**config.mk**
```make
export PLATFORM = sky130hd
export DESIGN_NAME = spl_system_pll_ctrl
export DESIGN_NICKNAME = d
export VERILOG_FILES = /design/src/spl_pkg.sv /design/src/spl_system_pll_ctrl.sv
export SDC_FILE = /design/constraint.sdc
export NUM_CORES = 1
export LEC_CHECK = 0
export BUFFER_PORTS_ARGS = -buffer_cell sky130_fd_sc_hd__buf_2
export CORE_ASPECT_RATIO = 1.25
export CORE_MARGIN = 5
export CORE_UTILIZATION = 64
export CTS_BUF_LIST = sky130_fd_sc_hd__clkbuf_4 sky130_fd_sc_hd__clkbuf_8
export DETAILED_ROUTE_END_ITERATION = 12
export PLACE_DENSITY_LB_ADDON = 0.2
export SYNTH_ARGS = -nofsm -noshare
export SYNTH_HDL_FRONTEND = slang
export SYNTH_SLANG_ARGS = --single-unit
```
**constraint.sdc**
```tcl
create_clock -name mclk -period 16.9 [get_ports mclk]
set_input_delay 3.38 -clock mclk [delete_from_list [all_inputs] [get_ports mclk]]
set_output_delay 3.38 -clock mclk [all_outputs]
set_load 0.05 [all_outputs]
```
**src/spl_pkg.sv**
```systemverilog
// package: register map, field layout, timing and types for the system pll control block
package spl_pkg;

  // register offsets (byte addresses)
  localparam logic [7:0] REG_CTRL    = 8'h00; // doubler, gpio route
  localparam logic [7:0] REG_FBDIV   = 8'h04; // feedback divider
  localparam logic [7:0] REG_REFM_LO = 8'h08; // reference numerator [31:0]
  localparam logic [7:0] REG_REFM_HI = 8'h0c; // reference numerator [47:32]
  localparam logic [7:0] REG_REFN    = 8'h10; // reference denominator
  localparam logic [7:0] REG_STATUS  = 8'h14; // live state
  localparam logic [7:0] REG_INTSTAT = 8'h18; // sticky events, read only
  localparam logic [7:0] REG_INTCLR  = 8'h1c; // write one to clear
  localparam logic [7:0] REG_INTEN   = 8'h20; // event enables
  localparam logic [7:0] REG_LOCKWIN = 8'h24; // derived window, read only
  localparam logic [7:0] REG_FWCTRL  = 8'h28; // firmware revision supplied

  // field widths and positions
  localparam int FBDIV_W    = 10;
  localparam int LEVEL_W    = 12;
  localparam int FRAC_M_W   = 48;
  localparam int FRAC_N_W   = 16;
  localparam int EVT_W      = 4;
  localparam int CTRL_DBL   = 0;
  localparam int CTRL_GPIO  = 1;
  localparam int FW_DONE    = 0;
  localparam int ST_LOCK    = 0;
  localparam int ST_LOL     = 1;
  localparam int ST_BOOTED  = 2;
  localparam int ST_SRC_OTP = 3;
  localparam int ST_SRC_EEP = 4;
  localparam int ST_FWWAIT  = 5;
  localparam int ST_READY   = 6;
  localparam int EV_LOL     = 0;
  localparam int EV_LOCK    = 1;
  localparam int EV_BOOT    = 2;
  localparam int EV_REJECT  = 3;

  // divider range and reset values
  localparam logic [FBDIV_W-1:0] FBDIV_MIN = 10'd108;
  localparam logic [FBDIV_W-1:0] FBDIV_MAX = 10'd556;
  localparam logic [FBDIV_W-1:0] FBDIV_RST = 10'd108;
  localparam logic [FRAC_N_W-1:0] REFN_RST = 16'h0001;

  // lock window shaping
  localparam logic [LEVEL_W-1:0] LEVEL_MID   = 12'h800;
  localparam logic [LEVEL_W-1:0] WIN_BASE    = 12'h040;
  localparam int                 WIN_SHIFT   = 2;
  localparam logic [LEVEL_W-1:0] WIN_DBL_ADD = 12'h020;

  // timing
  localparam int CLK_MHZ       = 40;
  localparam int BOOT_WAIT_NS  = 2000;
  localparam int LOCK_SET_NS   = 1000;
  localparam int BOOT_CYC      = (BOOT_WAIT_NS * CLK_MHZ + 999) / 1000;
  localparam int LOCK_CYC      = (LOCK_SET_NS * CLK_MHZ + 999) / 1000;
  localparam int CNT_W         = 8;

  // control fields as driven to the analog loop and loaded at boot
  typedef struct packed {
    logic               dblEn;
    logic [FBDIV_W-1:0] fbDiv;
  } spl_ctrl_t;

  // boot sequencer states
  typedef enum logic [2:0] {
    BOOT_WAIT,
    BOOT_LOAD,
    BOOT_FW,
    BOOT_RUN
  } spl_boot_t;

  // divider range check, used on load and on host write
  function automatic logic spl_div_ok(input logic [FBDIV_W-1:0] d);
    spl_div_ok = (d >= FBDIV_MIN) && (d <= FBDIV_MAX);
  endfunction : spl_div_ok

endpackage : spl_pkg

```
**src/spl_system_pll_ctrl.sv**
```systemverilog
// module: system pll control, boot load, lock window and loss-of-lock alarm
//
// Decided for this implementation: the address-and-strobe port and the address map.
`timescale 1ns/1ps
module spl_system_pll_ctrl
  import spl_pkg::*;
(
  // clock, reset, enable
  input  wire logic              mclk,
  input  wire logic              rst,
  input  wire logic              ce,
  // register port
  input  wire logic [7:0]        addr,
  input  wire logic [31:0]       wrData,
  input  wire logic              wrStb,
  input  wire logic              rdStb,
  output logic      [31:0]       rdData,
  // boot sources (on-chip memory controllers, same clock)
  input  wire logic              otpEnable,
  input  wire logic              otpValid,
  input  wire spl_ctrl_t         otpCtrl,
  input  wire logic              eepEnable,
  input  wire logic              eepValid,
  input  wire spl_ctrl_t         eepCtrl,
  input  wire logic              fwRevPresent,
  input  wire logic              eepFwLoaded,
  // analog loop
  input  wire logic [LEVEL_W-1:0] loopLevel,
  output spl_ctrl_t              pllCtrl,
  output logic                   clkReady,
  // gpio status pin and interrupt
  output logic                   gpioOut,
  output logic                   gpioOe,
  output logic                   irq
);

  // control and configuration registers
  spl_ctrl_t               ctrl_q;        // live loop control fields
  logic                    gpioRoute_q;   // loss-of-lock to gpio
  logic [FRAC_M_W-1:0]     refM_q;        // reference rate numerator
  logic [FRAC_N_W-1:0]     refN_q;        // reference rate denominator
  logic [EVT_W-1:0]        intStat_q;     // sticky events
  logic [EVT_W-1:0]        intEn_q;       // event enables
  logic [31:0]             rdData_q;      // registered read data
  // boot sequencing
  spl_boot_t               boot_q;        // sequencer state
  logic [CNT_W-1:0]        bootCnt_q;     // power-up wait
  logic                    srcOtp_q;      // loaded from otp
  logic                    srcEep_q;      // loaded from eeprom
  // lock detection
  logic [LEVEL_W-1:0]      lvlMeta_q;     // first sync stage
  logic [LEVEL_W-1:0]      lvlSync_q;     // second sync stage
  logic [CNT_W-1:0]        lockCnt_q;     // in-window dwell
  logic                    locked_q;      // current lock state
  // derived signals
  logic [LEVEL_W-1:0]      winHalf;       // half width of window
  logic [LEVEL_W-1:0]      winLo;         // lower limit
  logic [LEVEL_W-1:0]      winHi;         // upper limit
  logic                    inWin;         // level inside window
  logic                    running;       // reset sequence finished
  logic                    fwWrite;       // host signals firmware loaded
  logic                    divWrite;      // host writes divider
  logic                    divReject;     // divider outside range
  logic [EVT_W-1:0]        evt;           // event pulses this cycle
  logic [EVT_W-1:0]        clrBits;       // clear request this cycle

  assign running = (boot_q == BOOT_RUN);

  // divider writes honoured only once the reset sequence is done
  assign divWrite  = wrStb && running && (addr == REG_FBDIV);
  assign divReject = divWrite && !spl_div_ok(wrData[FBDIV_W-1:0]);
  assign fwWrite   = wrStb && (boot_q == BOOT_FW) && (addr == REG_FWCTRL)
                     && wrData[FW_DONE];
  assign clrBits   = (wrStb && (addr == REG_INTCLR)) ? wrData[EVT_W-1:0] : '0;

  // lock window from divider and doubler; higher ratios get more room
  always_comb begin
    winHalf = WIN_BASE + LEVEL_W'(ctrl_q.fbDiv >> WIN_SHIFT);
    if (ctrl_q.dblEn) begin
      winHalf = winHalf + WIN_DBL_ADD;
    end
    winLo = LEVEL_MID - winHalf;
    winHi = LEVEL_MID + winHalf;
    inWin = (lvlSync_q >= winLo) && (lvlSync_q <= winHi);
  end

  // loop level arrives from the analog side, two stages before use
  always_ff @(posedge mclk or posedge rst) begin
    if (rst) begin
      lvlMeta_q <= '0;
      lvlSync_q <= '0;
    end else if (ce) begin
      lvlMeta_q <= loopLevel;
      lvlSync_q <= lvlMeta_q;
    end
  end

  // boot sequencer: wait, load from a valid source, then firmware check
  always_ff @(posedge mclk or posedge rst) begin
    if (rst) begin
      boot_q    <= BOOT_WAIT;
      bootCnt_q <= '0;
    end else if (ce) begin
      case (boot_q)
        BOOT_WAIT: begin
          // give memory controllers time to report validity
          if (bootCnt_q == CNT_W'(BOOT_CYC - 1)) begin
            boot_q <= BOOT_LOAD;
          end else begin
            bootCnt_q <= bootCnt_q + 1'b1;
          end
        end
        BOOT_LOAD: begin
          boot_q <= BOOT_FW;
        end
        BOOT_FW: begin
          // stall here until the revision is present or supplied
          if (fwRevPresent || eepFwLoaded || fwWrite) begin
            boot_q <= BOOT_RUN;
          end
        end
        BOOT_RUN: begin
          boot_q <= BOOT_RUN;
        end
        default: begin
          boot_q <= BOOT_WAIT;
        end
      endcase
    end
  end

  // loop control fields: boot load, then host rewrites
  always_ff @(posedge mclk or posedge rst) begin
    if (rst) begin
      ctrl_q   <= '{dblEn: 1'b0, fbDiv: FBDIV_RST};
      srcOtp_q <= 1'b0;
      srcEep_q <= 1'b0;
    end else if (ce) begin
      if (boot_q == BOOT_LOAD) begin
        // otp wins when both are usable; bad divider contents count invalid
        if (otpEnable && otpValid && spl_div_ok(otpCtrl.fbDiv)) begin
          ctrl_q   <= otpCtrl;
          srcOtp_q <= 1'b1;
        end else if (eepEnable && eepValid && spl_div_ok(eepCtrl.fbDiv)) begin
          ctrl_q   <= eepCtrl;
          srcEep_q <= 1'b1;
        end
      end else if (running && wrStb && (addr == REG_CTRL)) begin
        ctrl_q.dblEn <= wrData[CTRL_DBL];
      end else if (divWrite && !divReject) begin
        ctrl_q.fbDiv <= wrData[FBDIV_W-1:0];
      end
    end
  end

  // other host registers
  always_ff @(posedge mclk or posedge rst) begin
    if (rst) begin
      gpioRoute_q <= 1'b0;
      refM_q      <= '0;
      refN_q      <= REFN_RST;
      intEn_q     <= '0;
    end else if (ce && wrStb) begin
      case (addr)
        REG_CTRL:    gpioRoute_q <= wrData[CTRL_GPIO];
        // reference rate kept as an exact fraction
        REG_REFM_LO: refM_q[31:0] <= wrData;
        REG_REFM_HI: refM_q[FRAC_M_W-1:32] <= wrData[FRAC_M_W-33:0];
        REG_REFN:    refN_q <= wrData[FRAC_N_W-1:0];
        REG_INTEN:   intEn_q <= wrData[EVT_W-1:0];
        default:     intEn_q <= intEn_q;
      endcase
    end
  end

  // lock detect: dwell before lock, drop at once when the window fails
  always_ff @(posedge mclk or posedge rst) begin
    if (rst) begin
      lockCnt_q <= '0;
      locked_q  <= 1'b0;
    end else if (ce) begin
      if (!inWin || !running) begin
        lockCnt_q <= '0;
        locked_q  <= 1'b0;
      end else if (lockCnt_q == CNT_W'(LOCK_CYC - 1)) begin
        locked_q <= 1'b1;
      end else begin
        lockCnt_q <= lockCnt_q + 1'b1;
      end
    end
  end

  // event pulses
  always_comb begin
    evt            = '0;
    evt[EV_LOL]    = locked_q && running && !inWin;
    evt[EV_LOCK]   = !locked_q && inWin && running
                     && (lockCnt_q == CNT_W'(LOCK_CYC - 1));
    evt[EV_BOOT]   = (boot_q == BOOT_FW) && (fwRevPresent || eepFwLoaded || fwWrite);
    evt[EV_REJECT] = divReject;
  end

  // sticky status: a new event beats a simultaneous clear
  always_ff @(posedge mclk or posedge rst) begin
    if (rst) begin
      intStat_q <= '0;
    end else if (ce) begin
      intStat_q <= (intStat_q & ~clrBits) | evt;
    end
  end

  // read mux, data stands the cycle after the strobe only
  always_ff @(posedge mclk or posedge rst) begin
    if (rst) begin
      rdData_q <= '0;
    end else if (ce) begin
      rdData_q <= '0;
      if (rdStb) begin
        case (addr)
          REG_CTRL:    rdData_q <= {30'h0, gpioRoute_q, ctrl_q.dblEn};
          REG_FBDIV:   rdData_q <= {22'h0, ctrl_q.fbDiv};
          REG_REFM_LO: rdData_q <= refM_q[31:0];
          REG_REFM_HI: rdData_q <= {16'h0, refM_q[FRAC_M_W-1:32]};
          REG_REFN:    rdData_q <= {16'h0, refN_q};
          REG_STATUS: begin
            rdData_q[ST_LOCK]    <= locked_q;
            rdData_q[ST_LOL]     <= !locked_q;
            rdData_q[ST_BOOTED]  <= (boot_q == BOOT_FW) || running;
            rdData_q[ST_SRC_OTP] <= srcOtp_q;
            rdData_q[ST_SRC_EEP] <= srcEep_q;
            rdData_q[ST_FWWAIT]  <= (boot_q == BOOT_FW);
            rdData_q[ST_READY]   <= clkReady;
          end
          REG_INTSTAT: rdData_q <= {28'h0, intStat_q};
          REG_INTEN:   rdData_q <= {28'h0, intEn_q};
          REG_LOCKWIN: rdData_q <= {4'h0, winHi, 4'h0, winLo};
          // write-only clear and unmapped offsets read zero
          default:     rdData_q <= '0;
        endcase
      end
    end
  end

  // outputs
  assign rdData   = rdData_q;
  assign pllCtrl  = ctrl_q;
  // dependent clocks released only after lock
  assign clkReady = locked_q && running;
  // gpio shows loss of lock, driven only when routed
  assign gpioOe   = gpioRoute_q;
  assign gpioOut  = gpioRoute_q && !locked_q;
  assign irq      = |(intStat_q & intEn_q);

endmodule : spl_system_pll_ctrl

```
* Yosys cells after proc, flatten, opt, wreduce, memory -nomap -nowiden
Index checks and enable logic that the tools add are counted.
** Storage, ports and cells
- Bits in writable memories :: 0
- Bits in latches :: 0
- Memories :: 0
- Bits in registers :: 162
- ROM bits :: 0
- Output and inout bits :: 47
** Cells by class
- Shifts and indexed selects :: 0
- Bitwise operators :: 6
- Magnitude comparators :: 8
- Div/mod/pow operators :: 0
- Multipliers :: 0
- Add/subtract/negate cells :: 6
- Reductions and logical operators :: 53
- Equal/unequal tests :: 20
- Muxes and demuxes :: 18
** Operators by type and width (number)
- $pmux W25 S5 :: 1
- $pmux W7 S9 :: 1
- $mux W11 :: 3
- $eq A8 B5 Y1 const B :: 4
- $eq A8 B6 Y1 const B :: 4
- $mux W32 :: 1
- $ge A10 B7 Y1 const B :: 3
- $le A10 B10 Y1 const B :: 3
- $mux W10 :: 3
- $logic_and A1 B1 Y1 :: 25
- $add A8 B1 Y8 const B :: 2
- $eq A8 B4 Y1 const B :: 2
- $mux W8 :: 2
- $reduce_and A2 Y1 :: 7
- $add A12 B12 Y12 const A :: 1
- $ge A12 B12 Y1 :: 1
- $le A12 B12 Y1 :: 1
- $pmux W3 S4 :: 1
- $reduce_and A3 Y1 :: 4
- $sub A12 B12 Y12 const A :: 1
- $add A9 B6 Y10 const B :: 1
- $add A7 B8 Y9 const A :: 1
- $and A4 B4 Y4 :: 2
- $eq A8 B3 Y1 const B :: 1
- 19 further kinds :: 36

* Longest topological paths before layout
- Depth in word-level cells :: 10
- Depth in mapped cells :: 17

* Least setup slack after synthesis
Ideal clock, no wire load.
- Path kind :: input -> register
- Start point :: input addr[3]
- End point :: register refN_q[15]
- Setup time :: 125 ps
- Buffers on the path :: 4
- Cell stages on the path :: 7
- Path slack :: 11800 ps
- Arrival time :: 4975 ps
- Cells stage by stage :: buf_6 > or3_1 > buf_2 > or4_4 > buf_6 > buf_8 > mux2_4
** Between the ends
- Cells in the longest elaborated chain, start to end :: 2
** Ends and longest elaborated chain
- from (decl) :: RTL line spl_system_pll_ctrl.sv:13 : input wire logic [7:0] addr,
- $eq A8 B5 Y1 :: RTL line spl_system_pll_ctrl.sv:164 : case (addr)
- $reduce_and A2 Y1 (no source line)
- to (signal assigned) :: RTL line spl_system_pll_ctrl.sv:169 : REG_REFN: refN_q <= wrData[FRAC_N_W-1:0];
- to (decl) :: RTL line spl_system_pll_ctrl.sv:41 : logic [FRAC_N_W-1:0] refN_q;
No other way between the ends.
A chain may end at the register's enable or synchronous reset.

* Worst setup path in the final report
- Start point :: input addr[5]
- End point :: register refM_q[39]
** Between the ends
- Cells in the longest elaborated chain, start to end :: 2
** Ends and longest elaborated chain
- $eq A8 B4 Y1 :: RTL line spl_system_pll_ctrl.sv:164
- $reduce_and A2 Y1 (no source line)
- to (signal, indexed assignment) :: RTL line spl_system_pll_ctrl.sv:168 : REG_REFM_HI: refM_q[FRAC_M_W-1:32] <= wrData[FRAC_M_W-33:0];
- to (decl) :: RTL line spl_system_pll_ctrl.sv:40 : logic [FRAC_M_W-1:0] refM_q;
No other way between the ends.

==> summary.md <==
| Metric | Value |
|---|---|
| Horiz. Die Dim | `between 100 and 150 µm` |
| CP Launch Type | `input pin` |
| H-tree levels | `4` |
| Synth Area in XOR/XNOR | `under 10%` |
| # rows | `47` |
| Clk buf depth | `2` |
| Final RePlAce weighted congestion | `0.947` |
| CP bufs+invs | `2` |
| Fmax | `roughly 0.18 GHz` |
| Multi-input gate area | `4170 µm²` |
| Rel. slew slack | `between 30% and 40%` |
| Mapped Cells | `767` |
| Cell Pwr Density | `116 nW/µm²` |
| Final ANT Viol Nets | `0` |
| Synth top area cells | `dfrtp_1, mux2_2, ha_1, mux2i_1, o2bb2ai_1` |
| TritonCTS clock tree | `yes` |
| Vias in the first global route | `about 7,200` |
| Skew-Pair Late Insertion Delay | `between 0.4 and 0.5 ns` |
| Post-synth EDFFs | `0` |
| Final Setup Violations | `0` |
| Syn_nets | `around 880` |
| Critical path class | `input pin to flip-flop` |
| Final slew viol count | `0` |
| Largest net degree at the start of global routing | `84` |
| TNS Setup | `0 ns` |
| Area of the mapped netlist | `8480 µm²` |
| Worst-Margin Slew | `between 1 and 1.5 ns` |
| Die area | `about 16,000 µm²` |
| Share of cells above drive strength 1 | `33.1%` |
| Max cap viols | `0` |
| Gate power share | `around 30%` |
| Commonest cells after routing, fill and taps aside | `dfrtp_1, buf_2, mux2_2` |
| First-pass GRT wire length | `roughly 36,000 µm` |
| Hold_buf cts | `0` |
| Post-route minimum period | `5.51 ns` |
| Worst EP required | `between 15 and 20 ns` |
| Clock Sink Count | `161` |
| Area growth syn-to-layout | `13.7%` |
| Fin Clk Skew | `0.0125 ns` |
| Post-CTS sizing | `0` |
| Hold WS | `approximately 0.48 ns` |
| CTS root buf | `clkbuf_8` |
| Mux cell area share after synthesis | `about 18%` |
| Async SR Flop Fraction | `100%` |
| Global-route usage over all layers | `between 20% and 30%` |
| Cell internal pwr | `0.704 mW` |
| Post-synthesis sequential area ratio | `a little under half` |
| Clock share of power | `26.8%` |
| Cell accounting for the most synthesized area | `dfrtp_1` |
| FF+latch area | `4040 µm²` |
| Post-CTS Setup Inserts | `0` |
| Leak pwr | `between 4 and 5 nW` |
| Hold violation count in the final report | `0` |
| Pre-antenna DRT Iters | `5` |
| Antenna Cells | `0` |
| Largest delay share family, worst path | `simple AND/OR/NAND/NOR gates` |
| Slowest stage delay, CP | `roughly 0.86 ns` |
| CP Max Fanout | `16` |
| Primary FF master, synth | `dfrtp_1` |
| Period utilisation layout | `between 30% and 40%` |
| Hpwl dp | `approximately 16,000 µm` |
| # nets final | `about 1,000` |
| Status | `finished, final reports clean` |
| Sequential Power Share | `43.3%` |
| Main combinational cell family by area after synthesis | `multiplexers` |
| Die Y | `between 100 and 150 µm` |
| Adder-Cell Fraction of Synth Area | `under 10%` |
| Worst hold path class | `flip-flop to flip-flop` |
| Initial antenna violation count | `0` |
| Max rail drop VDD | `0.129 mV` |
| Initial core utilization | `about 65%` |
| Via count | `~6,800` |
| Crit path DAT | `5.85 ns` |
| Total CTS buffers | `17` |
| Synth warn | `0` |
| Num ports | `132` |
| DR WL/cell | `20.8 µm` |
| Crit-path cells | `buf_2 > nor4_2 > buf_4 > nand3_1 > nor2_2 > mux2_2` |
| Initial drt markers | `approximately 540` |
| Core area | `13,100 µm²` |
| Netlist cell types | `70` |
| Port Buffers | `between 100 and 150` |
| Yosys top cell area share | `between 40% and 50%` |
| P_sw | `slightly above 0.4 mW` |
| Total congestion overflow | `0` |
| Reg clk slew, reported paths | `roughly 0.080 ns` |
| Register bit total from synthesis | `161` |
| Critical Path End Type | `flip-flop` |
| DRC viols | `0` |
| WL final | `22,300 µm` |
| Slowest CP cell | `nor2_2` |
| Via density | `around 6.3` |
| Commonest non-fill, non-tap cell in the layout | `dfrtp_1` |
| Switching fraction of total power | `36.8%` |
| Fillcell total | `960` |
| RSZ-0062 raised after global routing | `false` |
| Syn_area_per_cell | `between 10 and 15 µm²` |
| Synth Area in Simple Gates | `roughly an eighth` |
| Complex-gate fraction of the synthesized area | `roughly 14%` |
## power by group through the flow
| stage | Sequential [mW] | Combinational [mW] | Clock, mW |
|---|---|---|---|
| 2_1_floorplan | 0.506 | 0.204 | 0 |
| 3_3_place_gp | 0.484 | 0.312 | 0 |
| 3_5_place_dp | 0.487 | 0.330 | 0 |
| 4_1_cts | 0.480 | 0.332 | 0.302 |
| 5_1_grt | 0.487 | 0.369 | 0.319 |
| 6_report | 0.483 | 0.333 | 0.298 |
## worst paths after layout
| check | startpoint | to | slack [ns] | depth (start not counted) |
|---|---|---|---|---|
| max | addr[5] | refM_q[39] | 11.39 | 6 |
| min | bootCnt_q[7] | bootCnt_q[7] | 0.48 | 1 |
| max reg2reg | pllCtrl[8] | lockCnt_q[3] | 13.00 | 16 |
| min reg2reg | bootCnt_q[7] | bootCnt_q[7] | 0.48 | 1 |
| max in group asynchronous | rst | refM_q[32] | 12.36 | 3 |
| min in group asynchronous | rst | refM_q[17] | 3.03 | 2 |
## state kept, by name, summed over array words and instances (netlist names), 8 cells and up
signal	flops
rdData	32
pllCtrl	11
bootCnt_q	8
lvlSync_q	12
refN_q	16
refM_q	48
lvlMeta_q	12
lockCnt_q	8
## cells in the mapped netlist (19+ instances only)
| cell | number |
|---|---|
| mux2i_1 | 28 |
| mux2_2 | 94 |
| inv_1 | 19 |
| nand2_1 | 60 |
| dfrtp_1 | 156 |
| clkbuf_1 | 22 |
| o2bb2ai_1 | 30 |
| a21oi_1 | 35 |
| o21ai_0 | 35 |
| ha_1 | 27 |
| nor2_1 | 41 |
| nand3_1 | 23 |
## per-stage QoR
stage / utilization [%] / instances / instance area [µm²] / setup slack [ns] / power, mW
floorplan: - / 767 / 8480 / 9.18 / 0.710
global placement: 70.3 / 1037 / 9210 / 11.01 / 0.796
detailed placement: 70.3 / 1037 / 9210 / 10.98 / 0.817
CTS: 73.5 / 1069 / 9630 / 11.49 / 1.11
global route: 73.5 / 1069 / 9630 / 11.26 / 1.17
finish: 73.5 / 1069 / 9630 / 11.39 / 1.11
## cells by family after synthesis
| group | Yosys count |
|---|---|
| compound gates | 175 |
| buf+inv | 60 |
| flops | 161 |
| xor+xnor | 16 |
| mux | 132 |
| simple gates | 196 |
| fa+ha+maj | 27 |
## layout make-up
class	count	share of cell area (%)
multi-input combinational	546	43.2
sequential	161	41.9
timing repair buffer	140	7.51
clock buffer	20	2.73
tap	171	2.22
clock inverter	12	1.62
inverter	19	0.792
## per-layer routing
metal / up-vias / GRT usage (%) / wire length, µm / share of wire [%]
met2: 274 / 47.5 / 10900 / 49
met1: 3341 / 35.6 / 8730 / 39
met5: - / 0 / 0 / 0
met4: 0 / 15.2 / 1010 / 4.5
met3: 79 / 7.25 / 1610 / 7.2
li1: 3071 / - / - / -
(Power assumes the default switching activity.)
